## config.mk

```make
export PLATFORM = sky130hd
export DESIGN_NAME = tx_frame_sync_port
export DESIGN_NICKNAME = d
export VERILOG_FILES = /design/src/common/txport_pkg.sv /design/src/rtl/bit_sync.sv /design/src/rtl/mask_delay.sv /design/src/rtl/tx_frame_sync_port.sv
export SDC_FILE = /design/constraint.sdc
export NUM_CORES = 1
export LEC_CHECK = 0
export BUFFER_PORTS_ARGS = -buffer_cell sky130_fd_sc_hd__buf_2
export CAP_MARGIN = 10
export CORE_ASPECT_RATIO = 0.6
export CORE_MARGIN = 2
export CORE_UTILIZATION = 54
export DETAILED_ROUTE_END_ITERATION = 7
export PLACE_DENSITY = 0.76
export SYNTH_ARGS = -nofsm -noshare
export SYNTH_HDL_FRONTEND = slang
export SYNTH_HIERARCHICAL = 1
export SYNTH_SLANG_ARGS = --single-unit
```

## constraint.sdc

```tcl
create_clock -name ref_clk -period 3.72 [get_ports ref_clk]
set_clock_uncertainty 0.1 [all_clocks]
set_input_delay 0.744 -clock ref_clk [delete_from_list [all_inputs] [get_ports ref_clk]]
set_output_delay 0.744 -clock ref_clk [all_outputs]
set_load 0.005 [all_outputs]
```

## src/common/txport_pkg.sv

```systemverilog
// Constants for the transmit frame-sync serial input port.
//==========================================================
// Overview of operation
// - In framed modes other than the mask modes a frame-start edge realigns the frame bit counter.
// - In fractional modes the start-of-frame position follows a rising edge on the frame-start input.
// - Without frame-start edges the counter keeps framing on its own, even with the input stuck.
// - Inputs other than the PLCP overhead port are sampled on the rising edge of the reference clock, or the falling edge when it is inverted.
// - The reference clock is picked from the transmit, line, clock-out, receive-out and receive-line clocks.
// - Each of the five data inputs has its own programmable polarity inversion.
// - In mask modes a low mask sample yields a valid line data bit three reference periods later.
// - The mask input is delayed by exactly three reference periods to time line data and the mask output.
// - In flexible fractional mode the payload bits come from the serial payload input.
// - In PLCP modes with the port on, each overhead bit is replaced by the overhead input while enabled.
// - The PLCP overhead input is sampled on the falling edge of the overhead clock.
// - The overhead start-of-frame output marks the first bit of the PLCP overhead sequence.
// - In fractional modes with the port on, fractional overhead bits come from the fractional input.
package txport_pkg;
    // Register offsets.
    localparam logic [7:0] CTRL_OFS = 8'h00;
    localparam logic [7:0] POL_OFS = 8'h04;
    localparam logic [7:0] FLEN_OFS = 8'h08;
    localparam logic [7:0] PLEN_OFS = 8'h0c;
    localparam logic [7:0] STAT_OFS = 8'h10;
    localparam logic [7:0] ACNT_OFS = 8'h14;
    // Control fields.
    localparam int MODE_LSB = 0;
    localparam int PEN_BIT = 3;
    localparam int CSEL_LSB = 4;
    localparam int CINV_BIT = 7;
    // Polarity bit positions.
    localparam int POL_FS = 0;
    localparam int POL_MASK = 1;
    localparam int POL_PAY = 2;
    localparam int POL_PLCP = 3;
    localparam int POL_FRAC = 4;
    // Reset values.
    localparam logic [7:0] CTRL_RST = 8'h00;
    localparam logic [4:0] POL_RST = 5'h00;
    localparam logic [15:0] FLEN_RST = 16'h0100;
    localparam logic [7:0] PLEN_RST = 8'h10;
    // Timing.
    localparam int REF_PERIOD_NS = 100;
    localparam int OVH_PERIOD_NS = 800;
    localparam int OVH_HALF_CYC = OVH_PERIOD_NS / (2 * REF_PERIOD_NS);
    localparam int MASK_DELAY = 3;
    localparam int NUM_REF = 5;
    typedef enum logic [2:0] {
        MODE_FRAMED, MODE_OHM, MODE_FRAC_INT, MODE_FRAC_EXT, MODE_FLEX_FRAC, MODE_PLCP
    } mode_t;
endpackage

```

## src/rtl/bit_sync.sv

```systemverilog
// Two-flop synchroniser for a group of asynchronous levels.
`timescale 1ns/100ps
module bit_sync
    import txport_pkg::*;
#(
    parameter int W = 1
) (
    // Clock and reset.
    input wire logic ref_clk,
    input wire logic rstn,
    // Levels.
    input wire logic [W-1:0] d,
    output logic [W-1:0] q
);
    logic [W-1:0] meta_reg;

    always_ff @(posedge ref_clk or negedge rstn) begin
        if (!rstn) begin
            meta_reg <= '0;
            q <= '0;
        end else begin
            meta_reg <= d;
            q <= meta_reg;
        end
    end
endmodule

```

## src/rtl/mask_delay.sv

```systemverilog
// Fixed delay line that shifts once per reference tick.
`timescale 1ns/100ps
module mask_delay
    import txport_pkg::*;
(
    // Clock and reset.
    input wire logic ref_clk,
    input wire logic rstn,
    // Shift control and data.
    input wire logic en,
    input wire logic d,
    output logic q
);
    logic [MASK_DELAY-1:0] stage_reg;

    // The line resets high so no valid bit is claimed before three real samples.
    always_ff @(posedge ref_clk or negedge rstn) begin
        if (!rstn) begin
            stage_reg <= '1;
        end else if (en) begin
            stage_reg <= {stage_reg[MASK_DELAY-2:0], d};
        end
    end

    assign q = stage_reg[MASK_DELAY-1];
endmodule

```

## src/rtl/tx_frame_sync_port.sv

```systemverilog
// Transmit frame-sync, mask and serial input port of one framer port.
`timescale 1ns/100ps
module tx_frame_sync_port
    import txport_pkg::*;
(
    // Clock and reset.
    input wire logic ref_clk,
    input wire logic rstn,
    // Register port.
    input wire logic [7:0] reg_addr,
    input wire logic [31:0] reg_wdata,
    input wire logic reg_wr,
    input wire logic reg_rd,
    output logic [31:0] reg_rdata,
    // Candidate reference clocks.
    input wire logic tx_clk_in,
    input wire logic tx_line_clk,
    input wire logic tx_clk_out,
    input wire logic rx_clk_out,
    input wire logic rx_line_clk,
    // Transmit input pins.
    input wire logic tx_frame_start_in,
    input wire logic tx_ovh_mask_in,
    input wire logic tx_serial_payload_in,
    input wire logic tx_plcp_ovh_in,
    input wire logic tx_frac_ovh_in,
    input wire logic tx_plcp_ovh_enable,
    input wire logic tx_frac_ovh_enable_in,
    // Transmit output pins.
    output logic tx_line_data_out,
    output logic tx_ovh_mask_out,
    output logic tx_plcp_ovh_clk,
    output logic tx_plcp_ovh_sof_out,
    // Framer side.
    input wire logic line_bit_in,
    input wire logic plcp_bit_in,
    output logic line_bit_take,
    output logic frame_sof,
    output logic payload_bit,
    output logic payload_valid,
    output logic frac_bit,
    output logic frac_valid,
    output logic plcp_bit_out,
    output logic plcp_valid
);
    //==========================================================
    // Registers
    logic [7:0] ctrl_reg;
    logic [4:0] pol_reg;
    logic [15:0] flen_reg;
    logic [7:0] plen_reg;
    logic [15:0] acnt_reg;
    logic [15:0] frame_pos_reg;
    logic [31:0] rdata_next;
    mode_t mode;
    logic port_en;
    logic [2:0] clk_sel;
    logic clk_inv;

    assign mode = mode_t'(ctrl_reg[MODE_LSB+:3]);
    assign port_en = ctrl_reg[PEN_BIT];
    assign clk_sel = ctrl_reg[CSEL_LSB+:3];
    assign clk_inv = ctrl_reg[CINV_BIT];

    always_ff @(posedge ref_clk or negedge rstn) begin
        if (!rstn) begin
            ctrl_reg <= CTRL_RST;
            pol_reg <= POL_RST;
            flen_reg <= FLEN_RST;
            plen_reg <= PLEN_RST;
        end else if (reg_wr) begin
            case (reg_addr)
                CTRL_OFS: ctrl_reg <= reg_wdata[7:0];
                POL_OFS: pol_reg <= reg_wdata[4:0];
                FLEN_OFS: flen_reg <= (reg_wdata[15:0] == 16'h0000) ? 16'h0001 : reg_wdata[15:0];
                PLEN_OFS: plen_reg <= (reg_wdata[7:0] == 8'h00) ? 8'h01 : reg_wdata[7:0];
                default: ;
            endcase
        end
    end

    always_comb begin
        rdata_next = 32'h0000_0000;
        case (reg_addr)
            CTRL_OFS: rdata_next = {24'h000000, ctrl_reg};
            POL_OFS: rdata_next = {27'h0000000, pol_reg};
            FLEN_OFS: rdata_next = {16'h0000, flen_reg};
            PLEN_OFS: rdata_next = {24'h000000, plen_reg};
            STAT_OFS: rdata_next = {16'h0000, frame_pos_reg};
            ACNT_OFS: rdata_next = {16'h0000, acnt_reg};
            default: rdata_next = 32'h0000_0000;
        endcase
    end

    // Read data stand only in the cycle after the strobe.
    always_ff @(posedge ref_clk or negedge rstn) begin
        if (!rstn) begin
            reg_rdata <= 32'h0000_0000;
        end else begin
            reg_rdata <= reg_rd ? rdata_next : 32'h0000_0000;
        end
    end

    //==========================================================
    // Synchronisers and reference tick
    logic [NUM_REF-1:0] ref_s;
    logic [6:0] pin_s;
    logic [NUM_REF-1:0] ref_prev_reg;
    logic [NUM_REF-1:0] ref_edge;
    logic ref_tick;
    logic fs_lvl, mask_lvl, pay_lvl, plcp_lvl, frac_lvl, plcp_en_lvl, frac_en_lvl;

    bit_sync #(.W(NUM_REF)) u_ref_sync (
        .ref_clk(ref_clk),
        .rstn(rstn),
        .d({rx_line_clk, rx_clk_out, tx_clk_out, tx_line_clk, tx_clk_in}),
        .q(ref_s)
    );

    bit_sync #(.W(7)) u_pin_sync (
        .ref_clk(ref_clk),
        .rstn(rstn),
        .d({tx_frac_ovh_enable_in, tx_plcp_ovh_enable, tx_frac_ovh_in, tx_plcp_ovh_in,
            tx_serial_payload_in, tx_ovh_mask_in, tx_frame_start_in}),
        .q(pin_s)
    );

    always_ff @(posedge ref_clk or negedge rstn) begin
        if (!rstn) begin
            ref_prev_reg <= '0;
        end else begin
            ref_prev_reg <= ref_s;
        end
    end

    // A clock edge is seen in the direction chosen by the inversion bit.
    genvar gi;
    generate
        for (gi = 0; gi < NUM_REF; gi++) begin : g_edge
            assign ref_edge[gi] = clk_inv ? (ref_prev_reg[gi] & ~ref_s[gi])
                                          : (~ref_prev_reg[gi] & ref_s[gi]);
        end
    endgenerate

    // Unused select codes fall back to the transmit clock input.
    assign ref_tick = (clk_sel < 3'(NUM_REF)) ? ref_edge[clk_sel] : ref_edge[0];

    assign fs_lvl = pin_s[0] ^ pol_reg[POL_FS];
    assign mask_lvl = pin_s[1] ^ pol_reg[POL_MASK];
    assign pay_lvl = pin_s[2] ^ pol_reg[POL_PAY];
    assign plcp_lvl = pin_s[3] ^ pol_reg[POL_PLCP];
    assign frac_lvl = pin_s[4] ^ pol_reg[POL_FRAC];
    assign plcp_en_lvl = pin_s[5];
    assign frac_en_lvl = pin_s[6];

    //==========================================================
    // Frame alignment
    logic fs_prev_reg;
    logic fs_rise;
    logic align_mode;
    logic frame_wrap;

    assign align_mode = (mode != MODE_OHM);
    assign fs_rise = ref_tick & fs_lvl & ~fs_prev_reg & align_mode;
    assign frame_wrap = (frame_pos_reg >= flen_reg - 16'h0001);

    always_ff @(posedge ref_clk or negedge rstn) begin
        if (!rstn) begin
            fs_prev_reg <= 1'b0;
        end else if (ref_tick) begin
            fs_prev_reg <= fs_lvl;
        end
    end

    // A stuck input gives no rise, so the counter simply free-runs.
    always_ff @(posedge ref_clk or negedge rstn) begin
        if (!rstn) begin
            frame_pos_reg <= 16'h0000;
            frame_sof <= 1'b0;
            acnt_reg <= 16'h0000;
        end else begin
            frame_sof <= ref_tick & (fs_rise | frame_wrap);
            if (fs_rise) begin
                frame_pos_reg <= 16'h0000;
                acnt_reg <= acnt_reg + 16'h0001;
            end else if (ref_tick) begin
                frame_pos_reg <= frame_wrap ? 16'h0000 : frame_pos_reg + 16'h0001;
            end
        end
    end

    //==========================================================
    // Mask modes
    logic ohm_tick;
    logic mask_tap;

    assign ohm_tick = ref_tick & (mode == MODE_OHM);

    mask_delay u_mask_delay (
        .ref_clk(ref_clk),
        .rstn(rstn),
        .en(ohm_tick),
        .d(mask_lvl),
        .q(mask_tap)
    );

    // Outside the mask modes every tick carries a line bit.
    always_ff @(posedge ref_clk or negedge rstn) begin
        if (!rstn) begin
            tx_ovh_mask_out <= 1'b1;
            tx_line_data_out <= 1'b0;
            line_bit_take <= 1'b0;
        end else begin
            line_bit_take <= ref_tick & ((mode != MODE_OHM) | ~mask_tap);
            if (ohm_tick) begin
                tx_ovh_mask_out <= mask_tap;
                if (!mask_tap) begin
                    tx_line_data_out <= line_bit_in;
                end
            end else if (ref_tick) begin
                tx_ovh_mask_out <= 1'b0;
                tx_line_data_out <= line_bit_in;
            end
        end
    end

    //==========================================================
    // Payload and fractional overhead
    logic frac_mode;
    assign frac_mode = (mode == MODE_FRAC_INT) | (mode == MODE_FRAC_EXT);

    always_ff @(posedge ref_clk or negedge rstn) begin
        if (!rstn) begin
            payload_bit <= 1'b0;
            payload_valid <= 1'b0;
            frac_bit <= 1'b0;
            frac_valid <= 1'b0;
        end else begin
            payload_valid <= ref_tick & (mode == MODE_FLEX_FRAC);
            if (ref_tick & (mode == MODE_FLEX_FRAC)) begin
                payload_bit <= pay_lvl;
            end
            // External fractional mode takes only the bits the enable marks.
            frac_valid <= ref_tick & port_en & frac_mode & ((mode == MODE_FRAC_INT) | frac_en_lvl);
            if (ref_tick & port_en & frac_mode) begin
                frac_bit <= frac_lvl;
            end
        end
    end

    //==========================================================
    // PLCP overhead clock and port
    logic [7:0] div_reg;
    logic [7:0] plcp_pos_reg;
    logic ovh_fall;
    logic plcp_on;

    assign plcp_on = (mode == MODE_PLCP) & port_en;
    assign ovh_fall = plcp_on & tx_plcp_ovh_clk & (div_reg == 8'(OVH_HALF_CYC - 1));

    // The overhead clock is made here, so its edges are known without sampling.
    always_ff @(posedge ref_clk or negedge rstn) begin
        if (!rstn) begin
            div_reg <= 8'h00;
            tx_plcp_ovh_clk <= 1'b0;
        end else if (!plcp_on) begin
            div_reg <= 8'h00;
            tx_plcp_ovh_clk <= 1'b0;
        end else if (div_reg == 8'(OVH_HALF_CYC - 1)) begin
            div_reg <= 8'h00;
            tx_plcp_ovh_clk <= ~tx_plcp_ovh_clk;
        end else begin
            div_reg <= div_reg + 8'h01;
        end
    end

    // Outside logic changes data on the rising edge, half a period before this sample.
    always_ff @(posedge ref_clk or negedge rstn) begin
        if (!rstn) begin
            plcp_pos_reg <= 8'h00;
            tx_plcp_ovh_sof_out <= 1'b0;
            plcp_bit_out <= 1'b0;
            plcp_valid <= 1'b0;
        end else begin
            plcp_valid <= ovh_fall;
            if (!plcp_on) begin
                plcp_pos_reg <= 8'h00;
                tx_plcp_ovh_sof_out <= 1'b0;
            end else if (ovh_fall) begin
                plcp_bit_out <= plcp_en_lvl ? plcp_lvl : plcp_bit_in;
                plcp_pos_reg <= (plcp_pos_reg >= plen_reg - 8'h01) ? 8'h00 : plcp_pos_reg + 8'h01;
                tx_plcp_ovh_sof_out <= (plcp_pos_reg >= plen_reg - 8'h01);
            end
        end
    end
endmodule

```

# Yosys cells after proc, flatten, opt, wreduce, memory -nomap -nowiden
# Cells that the tools add are included.
# totals
reg_bits,162
output_inout_bits,44
elab_cells,139
# op_classes
addsub,6
magnitude_cmp,4
n_eq_ne,15
n_mux,30
bitwise_logic,45
n_reduce_logical,11
# ops
cell,count
one-hot mux 16 bit (6 select lines),1
2-to-1 mux 16 bit,4
2-to-1 mux 8 bit,6
adder 16 x 1 -> 16 bit (second input constant),2
2-to-1 mux 32 bit,1
bitwise AND 1 bit,23
2-to-1 mux 1 bit,17
adder 8 x 1 -> 8 bit (second input constant),2
== test 8 x 4 -> 1 bit (second input constant),2
== test 8 x 5 -> 1 bit (second input constant),2
greater-or-equal comparator 16 bit,1
logical NOT 16 bit,1
logical NOT 8 bit,2
subtractor 16 x 1 -> 16 bit (second input constant),1
inverter 1 bit,13
AND reduction 2 bit,6
== test 8 x 2 -> 1 bit (second input constant),1
== test 8 x 3 -> 1 bit (second input constant),1
greater-or-equal comparator 8 bit,1
subtractor 8 x 1 -> 8 bit (second input constant),1
== test 3 x 2 -> 1 bit (second input constant),2
== test 3 bit (second input constant),2
XOR 1 bit,5
less-than comparator 3 x 4 -> 1 bit (second input constant),1
other kinds (8),13

# Logic depth before layout (Yosys ltp)
# logic_depth
ltp_word,11
mapped_depth,14

# Hierarchy
# The synthesis kept the hierarchy.
# by_module_without_submodules
module,instances,cells_each,area_per_inst_um2,seq_area_each_um2
tx_frame_sync_port,1,630,6626.4,2981.6
bit_sync (u_pin_sync),1,14,350.3,350.3
bit_sync (u_ref_sync),1,10,250.2,250.2
mask_delay,1,6,112.6,78.8

# Worst setup path after synthesis
# Ideal clock, no wire load.
# synth_timing
kind,register to register
from,register flen_reg[3]
to,register frame_pos_reg[13]
setup_ns,0.095
arrival_ns,3.211
slack_ns,0.313
path_stages_with_launch,14
path_buffers,2
period_less_slack_ns,3.407
cell_sequence,dfrtp_1 nor4_1 nand3_1 nor4_1 xnor2_1 ha_1 a21oi_1 o21ai_1 a2111oi_0 a21o_1 clkbuf_1 nand4_1 buf_2 o31ai_1
# synth_via
elab_chain_cells,5
# synth_rtl
element,line_no,text
from (decl),tx_frame_sync_port.sv:50,logic [15:0] flen_reg;
from (signal assigned),tx_frame_sync_port.sv:75,FLEN_OFS: flen_reg <= (reg_wdata[15:0] == 16'h0000) ? 16'h0001 : reg_wdata[15:0];
subtractor 16 x 1 -> 16 bit,tx_frame_sync_port.sv:165,assign frame_wrap = (frame_pos_reg >= flen_reg - 16'h0001);
greater-or-equal comparator 16 bit,tx_frame_sync_port.sv:165,
2-to-1 mux 16 bit,tx_frame_sync_port.sv:187,frame_pos_reg <= frame_wrap ? 16'h0000 : frame_pos_reg + 16'h0001;
2-to-1 mux 16 bit,tx_frame_sync_port.sv:186,end else if (ref_tick) begin
2-to-1 mux 16 bit,tx_frame_sync_port.sv:183,if (fs_rise) begin
to (signal assigned),tx_frame_sync_port.sv:187,
to (decl),tx_frame_sync_port.sv:53,logic [15:0] frame_pos_reg;
# No other way between the ends. The select of a mux whose other input is x is not followed.
# A chain may end at the register's enable or synchronous reset.

# Worst setup path in the final report
# layout_timing
from,register flen_reg[5]
to,register frame_pos_reg[12]
# Same word-level chain as after synthesis.

==> flow_summary.toml <==
[status]
run_status = "finished, final reports clean"

[final_layout]
final_util = 0.645
final_cells = 923
final_cell_mix = "dfrtp_1, buf_2, nand2_1"
drive_above_1_share = 0.219
final_common_cell = "dfrtp_1"
fin_nets = 827
area_delta_synth_final_pct = 14.7

[sta]
whs_ns = 0.214
fmax_mhz = 296
relSlewSlack = 0.444
grt_setup_unrepaired = "false"
hold_viol = 0
drv_slew = 0
setup-violations-final = 0
worst_pin_slew_ns = 0.827
setup_tns_ns = 0
period_minus_slack_ns = 3.37
finalCritPeriodShare = 0.907

[clock_network]
cts.sinks = 146
cts_resized = 0
clockBufferDepth = 2
path_clk_slew_ns = 0.07
cts_setup_buffers = 0
cts_tree = "built"
cts_hold_buf = 0
worstSkewPairLatency_ns = 0.43
cts_root_buf = "clkbuf_16"
numCtsBuffers = 17
htree_levels = 4

[global_route]
antenna_found_initial = 0
grt_pass1_vias = 5480
grt_util_all_layers = 0.252
grt_start_max_net_pins = 71
grt_pass1_wl_mm = 28.2
grt-ovfl-total = 0

[floorplanning]
dieArea_sq_mm = 0.0146
pin_count = 102
chipWidth_um = 155
initial_core_util = 0.562
rows = 32
core_sq_mm = 0.0131
die_h_um = 94.3

[synthesis]
netlist_instances = 660
ys_seq_elements = 146
synth_top_area_cell = "dfrtp_1"
syn_area_sq_mm = 0.00734
synth-main-ff-cell = "dfrtp_1"
async_reset_ff_frac = 1.00
yosysTopAreaCellShare = 0.477
syn_area_per_cell_sq_um = 11.1
synth-edff-count = 0
synthTopCellsByArea = "dfrtp_1, ha_1, mux2_2, xor2_1, mux2_1"
ys_warn_count = 6
synth.distinct_cells = 68
yosysSeqAreaShare = 0.499

[pwr]
power_leakage_nw = 3.92
power.density_mw_per_mm2 = 468
ir_drop_mv = 0.232

[placement]
place_inst = 890
place_hpwl_mm = 12.4
gp_congestion = 0.914
io_buffers = 69

[critical_path]
cp_cell_sequence = "nor4_1, buf_4, nand3_1, nor4_1, xnor2_1, ha_1, a21oi_1, o21ai_1, a2111oi_0, a21o_1, nand4_1, buf_4, o31ai_1"
path_class = "register to register"
reg2regPathDepth = 13
crit_slowest_cell = "dfrtp_1"
r2r-end = "frame_pos_reg[12]"
cp.arrival_ns = 3.60
r2r-start = "flen_reg[5]"
critPathLaunch = "flen_reg[5]"
r2r_slack_ns = 0.35
crit_path_max_fanout = 14
cpPeakStageDelay_ns = 0.43
worst_setup_path_end_kind = "register"
start_kind = "register"
critical_path.endpoint = "frame_pos_reg[12]"
required_ns = 3.95

[drt]
totalWireLength_mm = 17.5
drc_errors = 0
vias_per_cell = 6.05
vias = 5587
routedWlPerCell_um = 19.0
drt_iter0_markers = 664
first_pass_iters = 8
antenna_left = 0

[job]
cap_violations = 0

[min_path]
holdCritPathClass = "input pin to asynchronous set/reset pin"
[through the flow]
stage	total power, mW	worst slack, ns	instance area, sq um
after floorplan	2.12	0.313	7400
after global placement	2.30	0.444	7860
after detailed placement	2.33	0.402	7860
after CTS	3.94	0.355	8420
after global routing	4.09	0.00107	8420
final	3.94	0.345	8420
[routing by layer]
metal,up-vias,routed length (um),global-route usage
li1,2563,-,-
met1,2737,8100,0.375
met2,266,7520,0.373
met3,21,1710,0.0517
met4,0,170,0.0818
met5,-,0,0
[worst min path at each step]
| stage | end | slack [ns] | cells after the start |
|---|---|---|---|
| 6_report | div_reg[2] | 0.21 | 1 |
| 5_1_grt | div_reg[2] | 0.26 | 1 |
| 4_1_cts | u_ref_sync/meta_reg[4] | 0.24 | 1 |
| 3_5_place_dp | u_pin_sync/q[3] | 0.23 | 0 |
| 3_3_place_gp | u_pin_sync/q[1] | 0.23 | 0 |
| 2_1_floorplan | u_pin_sync/q[0] | 0.23 | 0 |
[cell usage after synthesis, types with 3 or more instances]
cell        n
or4_1       5
a21oi_1    23
mux2_2     25
xnor2_1    23
buf_4      20
dfrtp_1   140
clkbuf_1   13
nor3b_1     3
o31ai_1     9
nand2b_1   10
xor2_1     24
a21boi_1    6
and3b_1     5
dfstp_2     6
nor4_2      4
nor2_1     40
nor3_1     13
ha_1       30
a22oi_1    21
and3_1     17
o21ai_0    11
a222oi_1   11
a32oi_1     3
a31oi_1     5
nand3_1    28
mux2_1     18
nand2_1    45
o21ai_1     8
nand4_1     8
nor4_1      8
buf_2       5
o211ai_1    4
mux2i_1     5
inv_1      16
[critical path: cells and delay by family (launching register included)]
family	cells	cell delay [ns]
AO/OA/AOI/OAI	5	1.08
buffers and inverters	2	0.41
flip-flops	1	0.43
adder cells (fa/ha/maj)	1	0.26
XOR/XNOR	1	0.17
AND/OR/NAND/NOR	4	0.83
[area by class of cell]
class	count	area [sq um]
well taps	170	213
repair buffers	84	477
fillers	1001	4630
flip-flops and latches	146	3660
inverters	16	60.1
clock inverters	14	120
multi-input cells	474	3450
diodes	1	2.50
clock buffers	18	439
[where the power goes]
group	total (mW)	internal, mW	switching (mW)
clock	1.63	0.891	0.735
combinational	0.507	0.212	0.295
sequential	1.81	1.68	0.128
[kinds of logic after synthesis]
group | synth area share
AO/OA/AOI/OAI | 0.118
XOR/XNOR | 0.0561
flip-flops | 0.499
other | 0.000511
buffers and inverters | 0.0392
AND/OR/NAND/NOR | 0.161
multiplexers | 0.0759
adder cells (fa/ha/maj) | 0.0511
(Power assumes the default switching activity.)
